`config.mk`:
```
export PLATFORM = sky130hd
export DESIGN_NAME = osc_ctrl
export DESIGN_NICKNAME = d
export VERILOG_FILES = /design/src/osc_pkg.sv /design/src/osc_ctrl.sv
export SDC_FILE = /design/constraint.sdc
export NUM_CORES = 1
export LEC_CHECK = 0
export ABC_CLOCK_PERIOD_IN_PS = 2000
export BUFFER_PORTS_ARGS = -buffer_cell sky130_fd_sc_hd__buf_2
export CAP_MARGIN = 20
export CORE_MARGIN = 3
export CORE_UTILIZATION = 49
export CTS_CLUSTER_SIZE = 20
export DETAILED_ROUTE_END_ITERATION = 6
export PLACE_DENSITY = 0.76
export SLEW_MARGIN = 20
export SYNTH_ARGS = -nofsm -noshare
export SYNTH_HDL_FRONTEND = slang
export SYNTH_SLANG_ARGS = --single-unit
```
`constraint.sdc`:
```
create_clock -name sys_clk -period 2 [get_ports sys_clk]
set_input_delay 0.2 -clock sys_clk [delete_from_list [all_inputs] [get_ports sys_clk]]
set_output_delay 0.2 -clock sys_clk [all_outputs]
set_load 0.1 [all_outputs]
```
`src/osc_pkg.sv`:
```
// Purpose: Constants for the oscillator controller register bank.
// Assumes: 32-bit APB data, byte addresses are the printed offsets.
// Notes:   Source bit positions are shared by enable, flag and status.
package osc_pkg;
  localparam logic [7:0]  OFS_IRQ_ENABLE_CLEAR   = 8'h00;
  localparam logic [7:0]  OFS_IRQ_ENABLE_SET     = 8'h04;
  localparam logic [7:0]  OFS_IRQ_FLAGS          = 8'h08;
  localparam logic [7:0]  OFS_OSC_STATUS         = 8'h0c;
  localparam logic [7:0]  OFS_CRYSTAL_OSC_CTRL   = 8'h10;
  localparam logic [7:0]  OFS_INTERNAL_RC_CTRL   = 8'h14;
  localparam logic [7:0]  OFS_FLL_CONTROL        = 8'h18;
  localparam logic [7:0]  OFS_FLL_VALUE          = 8'h1c;
  localparam logic [7:0]  OFS_FLL_MULTIPLIER     = 8'h20;
  localparam logic [7:0]  OFS_FLL_READ_SYNC      = 8'h24;
  localparam logic [7:0]  OFS_PLL_CONTROL_A      = 8'h28;
  localparam logic [7:0]  OFS_PLL_RATIO          = 8'h2c;
  localparam logic [7:0]  OFS_PLL_CONTROL_B      = 8'h30;
  localparam logic [7:0]  OFS_PLL_OUTPUT_DIVIDER = 8'h34;
  localparam logic [7:0]  OFS_PLL_SYNC_BUSY      = 8'h38;
  localparam logic [7:0]  OFS_PLL_STATUS         = 8'h3c;
  localparam int          BIT_CRYSTAL_READY      = 0;
  localparam int          BIT_INTERNAL_RC_READY  = 4;
  localparam int          BIT_FLL_READY          = 8;
  localparam int          BIT_FLL_OUT_OF_BOUNDS  = 9;
  localparam int          BIT_FLL_FINE_LOCK      = 10;
  localparam int          BIT_FLL_COARSE_LOCK    = 11;
  localparam int          BIT_FLL_REF_STOPPED    = 12;
  localparam int          BIT_PLL_LOCK_RISE      = 16;
  localparam int          BIT_PLL_LOCK_FALL      = 17;
  localparam int          BIT_PLL_LOCK_TIMEOUT   = 18;
  localparam int          BIT_PLL_RATIO_DONE     = 19;
  localparam logic [31:0] IRQ_SOURCE_MASK        = 32'h000f_1f11;
  localparam logic [31:0] MASK_CRYSTAL_CTRL      = 32'h0000_f7c6;
  localparam logic [31:0] MASK_INTERNAL_RC_CTRL  = 32'h0000_00ce;
  localparam logic [31:0] MASK_FLL_CONTROL       = 32'h0000_0ffe;
  localparam logic [31:0] MASK_PLL_CONTROL_A     = 32'h0000_00c2;
  localparam logic [31:0] MASK_PLL_RATIO         = 32'h000f_0fff;
  localparam logic [31:0] MASK_PLL_CONTROL_B     = 32'h07ff_173f;
  localparam logic [31:0] MASK_PLL_OUTPUT_DIV    = 32'h0000_0003;
  localparam logic [31:0] MASK_FLL_READ_SYNC     = 32'h0000_0080;
  localparam logic [31:0] RESET_ZERO             = 32'h0000_0000;
  localparam int          SYNC_CYCLES            = 3;
  localparam int          SYNC_CNT_W             = 2;
  localparam int          PLL_SYNC_ENABLE        = 1;
  localparam int          PLL_SYNC_RATIO         = 2;
  localparam int          PLL_SYNC_DIVIDER       = 3;
  localparam int          FLL_ENABLE_BIT         = 1;
endpackage : osc_pkg

```
`src/osc_ctrl.sv`:
```
// Purpose: APB register bank of an oscillator controller with interrupt logic.
// Assumes: One clock; status and protection inputs come from other clock domains.
// Notes:   Analog loops are outside; their status arrives on src_status.
`timescale 1ns/100ps
`default_nettype none
module osc_ctrl
  import osc_pkg::*;
(
  input  wire logic        sys_clk,
  input  wire logic        rstn,
  input  wire logic        psel,
  input  wire logic        penable,
  input  wire logic        pwrite,
  input  wire logic [7:0]  paddr,
  input  wire logic [31:0] pwdata,
  input  wire logic [3:0]  pstrb,
  output logic             pready,
  output logic [31:0]      prdata,
  output logic             pslverr,
  input  wire logic [31:0] src_status,
  input  wire logic        peripheral_access_guard,
  input  wire logic [31:0] fll_value_in,
  input  wire logic [1:0]  pll_lock_status,
  output logic             irq,
  output logic [15:0]      crystal_osc_control,
  output logic [7:0]       internal_rc_osc_control,
  output logic [15:0]      fll_control,
  output logic [31:0]      fll_multiplier,
  output logic [7:0]       pll_control_a,
  output logic [31:0]      pll_ratio,
  output logic [31:0]      pll_control_b,
  output logic [7:0]       pll_output_divider
);
  import osc_pkg::*;

  typedef enum logic [1:0] {OSC_IDLE, OSC_SYNC, OSC_DONE} osc_state_t;

  logic [31:0]           status_meta;
  logic [31:0]           status_sync;
  logic [31:0]           status_prev;
  logic [1:0]            guard_meta;
  logic                  guard_sync;
  logic [1:0]            lock_meta;
  logic [1:0]            lock_sync;
  logic [31:0]           irq_enable;
  logic [31:0]           irq_flags;
  logic [31:0]           fll_value;
  logic [31:0]           fll_value_meta;
  logic [31:0]           fll_value_sync;
  logic [7:0]            fll_read_sync;
  logic [7:0]            pll_sync_busy;
  logic [SYNC_CNT_W-1:0] sync_cnt;
  osc_state_t            state;
  osc_state_t            next_state;
  logic [31:0]           wmask;
  logic [31:0]           rdata;
  logic                  access;
  logic                  needs_sync;
  logic                  commit;
  logic                  wr;
  logic                  wr_allowed;
  logic [31:0]           fll_value_prev;
  logic                  fll_value_steady;
  logic                  fll_capture_wait;

  // Byte strobes widen to a bit mask so 8- and 16-bit parts can be written alone.
  always_comb begin
    for (int i = 0; i < 4; i++) begin
      wmask[i*8 +: 8] = {8{pstrb[i]}};
    end
  end

  assign access = psel && penable;

  // Value, control and multiplier of the loop and the PLL ratio, divider and control A pass a sync step first.
  always_comb begin
    needs_sync = (paddr == OFS_FLL_VALUE) || (paddr == OFS_FLL_MULTIPLIER) ||
                 (paddr == OFS_FLL_CONTROL) || (paddr == OFS_PLL_RATIO) ||
                 (paddr == OFS_PLL_OUTPUT_DIVIDER) || (paddr == OFS_PLL_CONTROL_A);
  end

  always_comb begin
    next_state = state;
    case (state)
      OSC_IDLE: begin
        if (access) begin
          next_state = needs_sync ? OSC_SYNC : OSC_DONE;
        end
      end
      OSC_SYNC: begin
        if (sync_cnt == SYNC_CNT_W'(SYNC_CYCLES - 1)) begin
          next_state = OSC_DONE;
        end
      end
      OSC_DONE: next_state = OSC_IDLE;
      default:  next_state = OSC_IDLE;
    endcase
  end

  always_ff @(posedge sys_clk) begin
    if (!rstn) begin
      state    <= OSC_IDLE;
      sync_cnt <= '0;
    end else begin
      state    <= next_state;
      sync_cnt <= (state == OSC_SYNC) ? sync_cnt + 1'b1 : '0;
    end
  end

  assign commit = (state == OSC_DONE);
  assign wr     = commit && pwrite;

  // Inputs from other domains pass two flip-flops before any logic reads them.
  always_ff @(posedge sys_clk) begin
    if (!rstn) begin
      status_meta <= '0;
      status_sync <= '0;
      status_prev <= '0;
    end else begin
      status_meta <= src_status;
      status_sync <= status_meta;
      status_prev <= status_sync;
    end
  end

  always_ff @(posedge sys_clk) begin
    if (!rstn) begin
      guard_meta <= '0;
    end else begin
      guard_meta <= {guard_meta[0], peripheral_access_guard};
    end
  end

  always_ff @(posedge sys_clk) begin
    if (!rstn) begin
      lock_meta <= '0;
      lock_sync <= '0;
    end else begin
      lock_meta <= pll_lock_status;
      lock_sync <= lock_meta;
    end
  end

  always_ff @(posedge sys_clk) begin
    if (!rstn) begin
      fll_value_meta <= '0;
      fll_value_sync <= '0;
      fll_value_prev <= '0;
    end else begin
      fll_value_meta <= fll_value_in;
      fll_value_sync <= fll_value_meta;
      fll_value_prev <= fll_value_sync;
    end
  end

  // A word synced bit by bit may tear in mid-change; two equal samples mean it is whole.
  assign fll_value_steady = (fll_value_sync == fll_value_prev);

  assign guard_sync = guard_meta[1];

  // Shared enable state behind both set and clear offsets; guarded writes drop.
  always_ff @(posedge sys_clk) begin
    if (!rstn) begin
      irq_enable <= RESET_ZERO;
    end else if (wr && !guard_sync) begin
      if (paddr == OFS_IRQ_ENABLE_SET) begin
        irq_enable <= irq_enable | (pwdata & wmask & IRQ_SOURCE_MASK);
      end else if (paddr == OFS_IRQ_ENABLE_CLEAR) begin
        irq_enable <= irq_enable & ~(pwdata & wmask & IRQ_SOURCE_MASK);
      end
    end
  end

  // A rising edge that coincides with a clear still leaves the flag set.
  always_ff @(posedge sys_clk) begin
    if (!rstn) begin
      irq_flags <= RESET_ZERO;
    end else begin
      irq_flags <= ((wr && paddr == OFS_IRQ_FLAGS) ?
                    irq_flags & ~(pwdata & wmask) : irq_flags) |
                   (status_sync & ~status_prev & IRQ_SOURCE_MASK);
    end
  end

  // Per-source enables sit at their fixed bits.
  always_ff @(posedge sys_clk) begin
    if (!rstn) begin
      irq <= 1'b0;
    end else begin
      irq <= |(irq_enable & irq_flags & IRQ_SOURCE_MASK);
    end
  end

  // Control registers; the access guard covers them like the enables.
  assign wr_allowed = wr && !guard_sync;

  // Strobed lanes take new data on writable bits; all other bits keep their value.
  function automatic logic [31:0] lane_merge(input logic [31:0] old_val,
                                             input logic [31:0] new_val,
                                             input logic [31:0] lanes,
                                             input logic [31:0] writable);
    lane_merge = (old_val & ~(lanes & writable)) | (new_val & lanes & writable);
  endfunction : lane_merge

  always_ff @(posedge sys_clk) begin
    if (!rstn) begin
      crystal_osc_control <= '0;
    end else if (wr_allowed && paddr == OFS_CRYSTAL_OSC_CTRL) begin
      crystal_osc_control <= 16'(lane_merge({16'h0000, crystal_osc_control}, pwdata,
                                             wmask, MASK_CRYSTAL_CTRL));
    end
  end

  always_ff @(posedge sys_clk) begin
    if (!rstn) begin
      internal_rc_osc_control <= '0;
    end else if (wr_allowed && paddr == OFS_INTERNAL_RC_CTRL) begin
      internal_rc_osc_control <= 8'(lane_merge({24'h000000, internal_rc_osc_control},
                                               pwdata, wmask, MASK_INTERNAL_RC_CTRL));
    end
  end

  always_ff @(posedge sys_clk) begin
    if (!rstn) begin
      fll_control <= '0;
    end else if (wr_allowed && paddr == OFS_FLL_CONTROL) begin
      fll_control <= 16'(lane_merge({16'h0000, fll_control}, pwdata, wmask,
                                     MASK_FLL_CONTROL));
    end
  end

  always_ff @(posedge sys_clk) begin
    if (!rstn) begin
      fll_multiplier <= '0;
    end else if (wr_allowed && paddr == OFS_FLL_MULTIPLIER) begin
      fll_multiplier <= lane_merge(fll_multiplier, pwdata, wmask, '1);
    end
  end

  always_ff @(posedge sys_clk) begin
    if (!rstn) begin
      pll_control_a <= '0;
    end else if (wr_allowed && paddr == OFS_PLL_CONTROL_A) begin
      pll_control_a <= 8'(lane_merge({24'h000000, pll_control_a}, pwdata, wmask,
                                     MASK_PLL_CONTROL_A));
    end
  end

  always_ff @(posedge sys_clk) begin
    if (!rstn) begin
      pll_ratio <= '0;
    end else if (wr_allowed && paddr == OFS_PLL_RATIO) begin
      pll_ratio <= lane_merge(pll_ratio, pwdata, wmask,
                              MASK_PLL_RATIO);
    end
  end

  always_ff @(posedge sys_clk) begin
    if (!rstn) begin
      pll_control_b <= '0;
    end else if (wr_allowed && paddr == OFS_PLL_CONTROL_B) begin
      pll_control_b <= lane_merge(pll_control_b, pwdata, wmask,
                                  MASK_PLL_CONTROL_B);
    end
  end

  always_ff @(posedge sys_clk) begin
    if (!rstn) begin
      pll_output_divider <= '0;
    end else if (wr_allowed && paddr == OFS_PLL_OUTPUT_DIVIDER) begin
      pll_output_divider <= 8'(lane_merge({24'h000000, pll_output_divider}, pwdata, wmask,
                                          MASK_PLL_OUTPUT_DIV));
    end
  end

  // The read request is a one-cycle strobe, so software always reads it back as zero.
  always_ff @(posedge sys_clk) begin
    if (!rstn) begin
      fll_read_sync <= '0;
    end else if (wr_allowed && paddr == OFS_FLL_READ_SYNC) begin
      fll_read_sync <= 8'(pwdata & wmask & MASK_FLL_READ_SYNC);
    end else begin
      fll_read_sync <= '0;
    end
  end

  // A request that meets a moving loop value waits here until the value holds still.
  always_ff @(posedge sys_clk) begin
    if (!rstn) begin
      fll_capture_wait <= 1'b0;
    end else begin
      fll_capture_wait <= (fll_capture_wait || fll_read_sync[7]) && !fll_value_steady;
    end
  end

  // A software write wins over a capture that falls in the same cycle.
  always_ff @(posedge sys_clk) begin
    if (!rstn) begin
      fll_value <= '0;
    end else if (wr_allowed && paddr == OFS_FLL_VALUE) begin
      fll_value <= lane_merge(fll_value, pwdata, wmask, '1);
    end else if ((fll_read_sync[7] || fll_capture_wait) && fll_value_steady) begin
      fll_value <= fll_value_sync;
    end
  end

  // Busy bits show a PLL write that is still in its sync step.
  always_ff @(posedge sys_clk) begin
    if (!rstn) begin
      pll_sync_busy <= '0;
    end else begin
      pll_sync_busy <= '0;
      if (state == OSC_SYNC && pwrite) begin
        pll_sync_busy[PLL_SYNC_ENABLE]  <= (paddr == OFS_PLL_CONTROL_A);
        pll_sync_busy[PLL_SYNC_RATIO]   <= (paddr == OFS_PLL_RATIO);
        pll_sync_busy[PLL_SYNC_DIVIDER] <= (paddr == OFS_PLL_OUTPUT_DIVIDER);
      end
    end
  end

  // Unmapped offsets and reserved bits read as zero.
  always_comb begin
    case (paddr)
      OFS_IRQ_ENABLE_CLEAR:   rdata = irq_enable;
      OFS_IRQ_ENABLE_SET:     rdata = irq_enable;
      OFS_IRQ_FLAGS:          rdata = irq_flags;
      OFS_OSC_STATUS:         rdata = status_sync & IRQ_SOURCE_MASK;
      OFS_CRYSTAL_OSC_CTRL:   rdata = {16'h0000, crystal_osc_control};
      OFS_INTERNAL_RC_CTRL:   rdata = {24'h000000, internal_rc_osc_control};
      OFS_FLL_CONTROL:        rdata = {16'h0000, fll_control};
      OFS_FLL_VALUE:          rdata = fll_value;
      OFS_FLL_MULTIPLIER:     rdata = fll_multiplier;
      OFS_FLL_READ_SYNC:      rdata = {24'h000000, fll_read_sync};
      OFS_PLL_CONTROL_A:      rdata = {24'h000000, pll_control_a};
      OFS_PLL_RATIO:          rdata = pll_ratio;
      OFS_PLL_CONTROL_B:      rdata = pll_control_b;
      OFS_PLL_OUTPUT_DIVIDER: rdata = {24'h000000, pll_output_divider};
      OFS_PLL_SYNC_BUSY:      rdata = {24'h000000, pll_sync_busy};
      OFS_PLL_STATUS:         rdata = {30'h00000000, lock_sync};
      default:                rdata = 32'h0000_0000;
    endcase
  end

  // Answer is registered; a guarded or unmapped access still completes without error.
  always_ff @(posedge sys_clk) begin
    if (!rstn) begin
      pready  <= 1'b0;
      prdata  <= '0;
      pslverr <= 1'b0;
    end else begin
      pready  <= (next_state == OSC_DONE);
      prdata  <= (next_state == OSC_DONE && !pwrite) ? rdata : '0;
      pslverr <= 1'b0;
    end
  end

endmodule : osc_ctrl
`default_nettype wire

```
==> impl_metrics.yaml, run 1 <==
run_status:
  status: "complete, but fails checks"
  violations: "setup timing"
timing:
  tightest_slew_ns: 0.775
  worst_slew_margin_rel: 0.483
  fin_crit_ns: 2.11
  worst_slack_ns: -0.110
  holdWs_ns: 0.0132
  timing.fmax_mhz: 474
  skew_ns: 0.0234
  slew_viol_final: 0
  setup_tns_ns: -1.79
  rsz0062_at_grt: "yes"
  finalHoldViolations: 0
  timing.final.crit_share: 1.05
  finalSetupViolations: 30
detailed_routing:
  top_layer: "met5"
  m1WireLength_um: 18100
  ant_nets: 0
  initialDrtViolationCount: 1852
  vias: 12913
  wirelength_um: 44600
  drc: 0
  detail_route.wl_per_cell_um: 19.5
  met3_length_um: 5000
  met2_length_um: 20100
  drt_pass1_iterations: 6
  avgViaCountPerCell: 5.66
setup_path:
  worst-r2r-cell-count: 5
  end_kind: "register"
  r2r-start: "fll_value_sync[27]$_SDFF_PN0_"
  worstPathRequired_ns: 2.44
  crit_path_max_fanout: 7
  r2r_slack_ns: -0.11
  critPathArrivalTime_ns: 2.55
  critical_path_class: "reg2reg"
  worstSetupStartpointType: "register"
power:
  p_per_area_nw_per_um2: 858
  clkPwrFrac: 0.453
  p_switching_uw: 3840
  max-vdd-ir-drop_v: 0.000554
  switching_share: 0.243
  p_seq_frac: 0.460
  p_int_uw: 11900
  leakagePower_uw: 0.00757
  p_comb_frac: 0.087
synth:
  synth_edf_count: 0
  synthFlopType: "dfxtp_1"
  synth_fa_ha_area_frac: 0.000912
  synth_seq_cells: 354
  avgSynthCellArea_um2: 9.15
  synthCells: 1499
  synth_compound_area_frac: 0.156
  synthSimpleGateAreaFrac: 0.221
  ys_top_cells_by_area: "dfxtp_1 (52%), and2_1 (6.8%), a21oi_1 (5.5%)"
  synthDistinctLibCells: 56
  synth.area.mux_share: 0.0117
  ys_async_sr_fraction: 0
  ys_seq_area_frac: 0.517
  synth_top_area_cell: "dfxtp_1"
  syn_area_um2: 13700
  synth_top_area_share: 0.517
  synth_warnings: 0
  synth_xor_area_frac: 0.0211
  synth_top_family_by_area: "simple AND/OR/NAND/NOR gates"
die:
  ioPinCount: 303
  die_h_um: 173
  die_area_um2: 30000
  num_rows: 60
  coreArea_um2: 27300
  initial_core_util: 0.503
  die_w_um: 173
cts:
  cts_tree: "built"
  cts_made_buffers: 37
  htreeDepth: 2
  clk_pin_slew_ns: 0.06
  clock_latency_ns: 0.53
  cts_root_buffer: "clkbuf_16"
  cts.sinks: 354
  cts_buffer_depth: 3
finish:
  ff_latch_area_um2: 7100
  drive_above_1_share: 0.273
  final_nets: 1998
  n_fill_cell: 2092
  multi_input_area_um2: 6150
  postLayoutCellArea_um2: 18400
  synthToLayoutAreaGrowth_pct: 34.0
global_route:
  grt_start_max_net_pins: 101
  grt_pass1_vias: 12070
  grt-ovfl-total: 0
  grt_pass1_wl_um: 67800
  antenna_found_initial: 2
  grt_use_total: 0.278
run:
  drv_cap: 0
worst_hold_path:
  min_path_cells: 3
  min-delay-start: "pwdata[0]"
  hold_path_class: "in2reg"
place:
  port_buffers: 229
  place_area_um2: 15900
  hpwl_um: 30800
  globalplace.congestion: 0.948
-- critical path, stage by stage (launching register included) --
cell	delay, ns
dfxtp_1	0.34
xnor2_2	0.21
nand4_1	0.15
or4_4	0.63
o41a_1	0.53
o32ai_2	0.15
-- worst max-delay path by stage --
| stage | startpoint | end | slack [ns] | cells past startpoint |
|---|---|---|---|---|
| 2_1_floorplan | fll_value_sync[5]$_SDFF_PN0_ | register | 0.04 | 6 |
| 3_3_place_gp | fll_value_sync[28]$_SDFF_PN0_ | register | -0.15 | 6 |
| 3_5_place_dp | fll_value_sync[28]$_SDFF_PN0_ | register | -0.18 | 6 |
| 4_1_cts | fll_value_sync[18]$_SDFF_PN0_ | register | -0.09 | 6 |
| 5_1_grt | fll_value_prev[20]$_SDFF_PN0_ | register | -0.18 | 5 |
| 6_report | fll_value_sync[27]$_SDFF_PN0_ | register | -0.11 | 5 |
-- kinds of logic (layout without fill, tap and decap cells) --
group	count (synthesis)	after routing
and+or+nand+nor	568	568
DFF	354	354
xor gates and xnor gates	33	33
buffers and inverters	199	557
muxes	16	16
other	1	53
AOI/OAI and AO/OA	327	327
adders and majority gates	1	1
-- metal layers --
metal / vias up / track usage
met1: 6009 / 0.379
met5: - / 0
li1: 5935 / -
met3: 122 / 0.0648
met2: 845 / 0.440
met4: 2 / 0.0882
-- repair_timing --
item	in CTS	in global routing
hold buffers	69	0
endpoints found under the setup margin	37	62
pin swaps	24	20
cloned	0	0
gates resized for setup	37	31
hold endpoints to repair	99	0
buffers inserted	9	7
-- cell usage after synthesis, types with 3 or more instances --
cell type  count
dfxtp_1      354
a21oi_1      152
and2_1       149
nand2_1      147
nand3_1       95
clkbuf_1      76
buf_4         53
and3_1        48
nor2_1        37
buf_2         33
nor3_1        33
inv_1         32
xnor2_1       32
a22o_1        25
o22ai_1       24
a222oi_1      23
o21ai_0       23
nand4_1       22
a22oi_1       20
a221oi_1      17
mux2i_1       16
a31oi_1       15
nand2b_1      14
o32ai_1        7
buf_1          4
a2111oi_0      3
a211oi_1       3
and4_1         3
nor4bb_1       3
or4_1          3
-- power groups by stage --
stage | clock network [uW] | logic (uW) | registers (uW)
after floorplan | 0 | 852 | 7380
after global placement | 0 | 1150 | 7400
after detailed placement | 0 | 1160 | 7400
after CTS | 7200 | 1310 | 7250
after global routing | 7530 | 1430 | 7260
final | 7150 | 1370 | 7260
-- through the flow --
stage           util  cells  power, uW  worst slack, ns
2_1_floorplan      -   1550       8230           0.0369
3_3_place_gp   0.585   2132       8540           -0.145
3_5_place_dp   0.585   2132       8560           -0.185
4_1_cts        0.667   2276      15800          -0.0901
5_1_grt        0.674   2281      16200           -0.182
6_report       0.674   2281      15800           -0.110
-- final cells by class --
type / instances / share of cell area
multi-input combinational: 997 / 0.335
inverter: 33 / 0.00681
sequential: 354 / 0.387
antenna: 1 / 0.000136
tap: 372 / 0.0253
timing repair buffer: 458 / 0.177
clock buffer: 53 / 0.0591
clock inverter: 13 / 0.0106
-- layout by cell type (no fill, tap or decap), types with 33 or more instances in the layout --
cell           synthesis  layout
buf_4                 53     141
and2_1               149     148
buf_2                 33     228
nor2_1                37      37
clkbuf_16              0      37
nor3_1                33      33
nand3_1               95      94
a21oi_1              152     152
nand2_1              147     144
and3_1                48      48
dfxtp_1              354     340
dlygate4sd3_1          0      69
conb_1                 1      52
No activity file was read; power rests on OpenSTA's default activity.
==> run 2, diff against run 1 <==
--- a/config.mk
+++ b/config.mk
@@ -12,6 +12,7 @@
 export CORE_UTILIZATION = 49
 export CTS_CLUSTER_SIZE = 20
 export DETAILED_ROUTE_END_ITERATION = 6
+export GPL_TIMING_DRIVEN = 0
 export PLACE_DENSITY = 0.76
 export SLEW_MARGIN = 20
 export SYNTH_ARGS = -nofsm -noshare
==> impl_metrics.yaml, run 2 (synthesis results as in run 1) <==
run_status:
  status: "complete, but fails checks"
  violations: "DRC, setup timing"
die:
  coreArea_um2: 27300
  die_w_um: 173
  num_rows: 60
  die_area_um2: 30000
  initial_core_util: 0.503
  ioPinCount: 303
  die_h_um: 173
global_route:
  grt_pass1_vias: 12529
  grt_use_total: 0.320
  grt-ovfl-total: 0
  grt_pass1_wl_um: 75200
  antenna_found_initial: 1
  grt_start_max_net_pins: 15
power:
  p_per_area_nw_per_um2: 864
  leakagePower_uw: 0.00759
  clkPwrFrac: 0.452
  p_comb_frac: 0.094
  max-vdd-ir-drop_v: 0.000611
  p_seq_frac: 0.453
  switching_share: 0.252
  p_int_uw: 12000
  p_switching_uw: 4050
detailed_routing:
  wirelength_um: 51900
  vias: 13616
  initialDrtViolationCount: 1976
  ant_nets: 0
  avgViaCountPerCell: 5.84
  drc: 1
  detail_route.wl_per_cell_um: 22.3
  drt_pass1_iterations: 7
finish:
  mostFrequentLayoutCell: "dfxtp_1"
  drive_above_1_share: 0.284
  mostFrequentLayoutCells: "dfxtp_1 (313), buf_2 (247), a21oi_1 (152)"
  synthToLayoutAreaGrowth_pct: 35.4
  final_nets: 2046
  n_fill_cell: 2101
  postLayoutCellArea_um2: 18600
timing:
  fin_crit_ns: 2.22
  skew_ns: 0.0157
  timing.fmax_mhz: 451
  setup_tns_ns: -5.37
  slew_viol_final: 0
  finalSetupViolations: 33
  finalHoldViolations: 0
  worst_slack_ns: -0.219
  tightest_slew_ns: 0.913
  rsz0062_at_grt: "yes"
  timing.final.crit_share: 1.11
  worst_slew_margin_rel: 0.391
cts:
  cts_root_buffer: "clkbuf_16"
  cts_buffer_depth: 3
  cts_made_buffers: 38
  clock_latency_ns: 0.54
  clk_pin_slew_ns: 0.06
  htreeDepth: 2
  cts_tree: "built"
  cts.sinks: 354
setup_path:
  end_kind: "register"
  worst-r2r-cell-count: 7
  slowest_stage: "or4_4"
  worstSetupStartpointType: "register"
  r2r-start: "fll_value_sync[8]$_SDFF_PN0_"
  crit_path_max_fanout: 8
  r2r_slack_ns: -0.22
  slowest_delay_ns: 0.67
  critPathArrivalTime_ns: 2.62
  cp_cell_sequence: "xnor2_1 > nand4_1 > or4_4 > buf_6 > o31ai_4 > buf_12 > o22ai_2"
  critical_path_class: "reg2reg"
  worstPathRequired_ns: 2.41
place:
  globalplace.congestion: 1.01
  hpwl_um: 35700
  place_ws_ns: -0.812
  place_area_um2: 15500
  port_buffers: 224
worst_hold_path:
  min-delay-start: "pwdata[18]"
  hold_path_class: "in2reg"
  min_path_cells: 3
run:
  drv_cap: 0
==> run 2: critical path, delay by kind of cell (launching register included) <==
kind                   cells  cell delay (ns)
AND/OR/NAND/NOR            2             0.87
AO/OA/AOI/OAI              2             0.35
flip-flops                 1             0.34
buffers and inverters      2             0.34
XOR/XNOR                   1             0.18
==> run 2: layer usage <==
| metal | up-vias | wire length (um) | GRT usage |
|---|---|---|---|
| met3 | 192 | 6720 | 0.0850 |
| met4 | 0 | 2020 | 0.103 |
| met1 | 6345 | 19800 | 0.427 |
| li1 | 6045 | - | - |
| met5 | - | 0 | 0 |
| met2 | 1034 | 23400 | 0.507 |
==> run 2: stage by stage <==
| stage | hold WS (ns) | utilization | instances | power (uW) |
|---|---|---|---|---|
| detailed placement | 0.406 | 0.569 | 2146 | 8580 |
| floorplan | 0.287 | - | 1550 | 8230 |
| finish | 0.0234 | 0.681 | 2331 | 16000 |
| global route | 0.00940 | 0.681 | 2331 | 16400 |
| CTS | 0.00465 | 0.665 | 2313 | 15900 |
| global placement | 0.400 | 0.569 | 2146 | 8570 |
==> run 2: worst max path at each step <==
stage | slack [ns] | depth (start not counted) | to | start
after CTS | -0.08 | 6 | register | fll_value_prev[24]$_SDFF_PN0_
final | -0.22 | 7 | register | fll_value_sync[8]$_SDFF_PN0_
after global placement | -0.94 | 7 | prdata[13]$_SDFF_PN0_ | paddr[2]
after detailed placement | -0.81 | 7 | prdata[31]$_SDFF_PN0_ | paddr[2]
after global routing | -0.23 | 5 | register | fll_value_sync[8]$_SDFF_PN0_
after floorplan | 0.04 | 6 | register | fll_value_sync[5]$_SDFF_PN0_
==> run 2: what timing repair did <==
| item | in CTS | in global routing |
|---|---|---|
| hold endpoints to repair | 86 | 0 |
| setup buffers | 38 | 25 |
| endpoints found under the setup margin | 161 | 116 |
| hold buffers | 64 | 0 |
| pin swaps | 30 | 30 |
| resized for setup | 102 | 85 |
| gates cloned | 0 | 1 |
==> run 2: cell type report <==
| type | count | area (um2) | area share |
|---|---|---|---|
| Buffer | 160 | 916 | 0.0493 |
| Tap cell | 372 | 465 | 0.0251 |
| Sequential cell | 354 | 7180 | 0.386 |
| Clock buffer | 52 | 1070 | 0.0578 |
| Timing Repair Buffer | 345 | 2250 | 0.121 |
| Multi-Input combinational cell | 997 | 6340 | 0.341 |
| Antenna cell | 1 | 2.50 | 0.000135 |
| Clock inverter | 17 | 228 | 0.0123 |
| Inverter | 33 | 124 | 0.00667 |
==> run 2: power by group through the flow <==
stage,clock network [uW],registers [uW],logic [uW]
after global routing,7550,7270,1570
after global placement,0,7410,1160
final,7260,7270,1510
after detailed placement,0,7420,1170
after floorplan,0,7380,852
after CTS,7240,7260,1400
==> run 3, diff against run 2 <==
--- a/config.mk
+++ b/config.mk
@@ -5,15 +5,15 @@
 export SDC_FILE = /design/constraint.sdc
 export NUM_CORES = 1
 export LEC_CHECK = 0
-export ABC_CLOCK_PERIOD_IN_PS = 2000
+export ABC_CLOCK_PERIOD_IN_PS = 2600
 export BUFFER_PORTS_ARGS = -buffer_cell sky130_fd_sc_hd__buf_2
 export CAP_MARGIN = 20
 export CORE_MARGIN = 3
-export CORE_UTILIZATION = 49
+export CORE_UTILIZATION = 58
 export CTS_CLUSTER_SIZE = 20
 export DETAILED_ROUTE_END_ITERATION = 6
 export GPL_TIMING_DRIVEN = 0
-export PLACE_DENSITY = 0.76
+export PLACE_DENSITY = 0.85
 export SLEW_MARGIN = 20
 export SYNTH_ARGS = -nofsm -noshare
 export SYNTH_HDL_FRONTEND = slang
==> constraint.sdc (replaced) <==
create_clock -name sys_clk -period 2.6 [get_ports sys_clk]
set_input_delay 0.26 -clock sys_clk [delete_from_list [all_inputs] [get_ports sys_clk]]
set_output_delay 0.26 -clock sys_clk [all_outputs]
set_load 0.02 [all_outputs]
==> impl_metrics.yaml, run 3 (synthesis results as in run 1) <==
run_status:
  status: "complete, but fails checks"
  violations: "DRC"
power:
  p_int_uw: 9010
  p_seq_frac: 0.473
  p_per_area_nw_per_um2: 682
  p_switching_uw: 2810
  max-vdd-ir-drop_v: 0.000566
  leakagePower_uw: 0.00709
  switching_share: 0.237
  clkPwrFrac: 0.463
  p_comb_frac: 0.064
  p_total_uw: 11800
global_route:
  grt-ovfl-total: 0
  antenna_found_initial: 1
  grt_pass1_vias: 12981
  grt_pass1_wl_um: 77100
  grt_use_met2: 0.612
  grt_use_total: 0.389
  grt_use_met1: 0.509
  grt_start_max_net_pins: 16
  use_met3: 0.0944
  busiest_layer: "met2"
place:
  dp.cells: 2087
  hpwl_um: 35700
  port_buffers: 224
  globalplace.congestion: 1.02
finish:
  mostFrequentLayoutCells: "dfxtp_1 (354), buf_2 (256), a21oi_1 (152)"
  utilization: 0.756
  mostFrequentLayoutCell: "dfxtp_1"
  stdcell_count: 2213
  synthToLayoutAreaGrowth_pct: 26.2
  drive_above_1_share: 0.207
  final_nets: 1988
timing:
  timing.fmax_mhz: 405
  skew_ns: 0.0120
  tightest_slew_ns: 0.990
  rsz0062_at_grt: "no"
  slew_viol_final: 0
  holdWs_ns: 0.0146
  finalHoldViolations: 0
  worst_slew_margin_rel: 0.334
  setup_tns_ns: 0
  finalSetupViolations: 0
  timing.final.crit_share: 0.950
  fin_crit_ns: 2.47
detailed_routing:
  drc: 3
  detail_route.wl_per_cell_um: 23.4
  initialDrtViolationCount: 2019
  wirelength_um: 51800
  drt_pass1_iterations: 7
  ant_nets: 0
  avgViaCountPerCell: 6.02
  vias: 13327
worst_hold_path:
  min-delay-start: "pwdata[24]"
  hold_path_class: "in2reg"
cts:
  cts_made_buffers: 36
  cts_buffer_depth: 3
  clk_pin_slew_ns: 0.06
  clock_latency_ns: 0.53
  cts_tree: "built"
  postCtsSetupRepairBufs: 0
  cts_root_buffer: "clkbuf_16"
  htreeDepth: 2
  cts.sinks: 354
setup_path:
  worstSetupStartpointType: "register"
  critPathArrivalTime_ns: 2.84
  end_kind: "register"
  worstPathRequired_ns: 2.97
  r2r-start: "state[0]$_SDFF_PN0_"
  startpoint: "state[0]$_SDFF_PN0_"
  critical_path_class: "reg2reg"
  crit_path_max_fanout: 10
die:
  coreArea_um2: 22900
  num_rows: 55
  ioPinCount: 303
  die_h_um: 160
  initial_core_util: 0.599
  die_w_um: 160
  die_area_um2: 25500
run:
  drv_cap: 0
==> run 3: timing repair <==
| item | in CTS | in global routing |
|---|---|---|
| resized for setup | 2 | 12 |
| endpoints found under the setup margin | 15 | 95 |
| hold endpoints to repair | 59 | 0 |
| hold buffers | 59 | 0 |
==> run 3: power by group through the flow <==
stage | logic (uW) | clock network [uW] | registers (uW)
4_1_cts | 706 | 5430 | 5580
5_1_grt | 795 | 5660 | 5590
6_report | 755 | 5470 | 5590
3_5_place_dp | 631 | 0 | 5700
3_3_place_gp | 621 | 0 | 5700
2_1_floorplan | 395 | 0 | 5670
==> run 3: final timing paths <==
| path | slack [ns] | endpoint | cells past startpoint |
|---|---|---|---|
| setup / recovery | 0.13 | register | 9 |
| hold / removal | 0.01 | irq_flags[24]$_SDFFE_PN0P_ | 2 |
| setup reg to reg | 0.13 | register | 9 |
| hold reg to reg | 0.43 | fll_value_sync[13]$_SDFF_PN0_ | 1 |
==> run 3: layout make-up <==
cell class / instances / area [um2]
antenna: 1 / 2.50
buffer: 166 / 872
clock buffer: 45 / 1020
clock inverter: 21 / 239
fill: 1669 / 5600
inverter: 33 / 124
multi-input combinational: 997 / 5870
sequential: 354 / 7090
tap: 313 / 392
timing repair buffer: 283 / 1710
==> run 3: layer usage <==
metal | vias up | part of all wire | wire length (um)
met1 | 6259 | 0.38 | 19600
met4 | 0 | 0.046 | 2360
met3 | 181 | 0.13 | 6710
li1 | 5904 | - | -
met2 | 983 | 0.45 | 23100
met5 | - | 0 | 0
==> run 3: stage by stage <==
step / area [um2] / setup WS, ns
finish: 17300 / 0.129
detailed placement: 15400 / -0.169
floorplan: 13900 / 0.637
global placement: 15400 / -0.153
CTS: 17300 / 0.0975
global route: 17300 / 0.0125
==> run 3: critical path: stages (launching register included) <==
cell and delay [ns]:
dfxtp_1 0.30, clkbuf_1 0.20, nor4bb_2 0.43, clkbuf_4 0.33, and2_1 0.14, buf_2 0.24, buf_2 0.30, nand2_1 0.18
nand2_1 0.13, a21oi_1 0.07
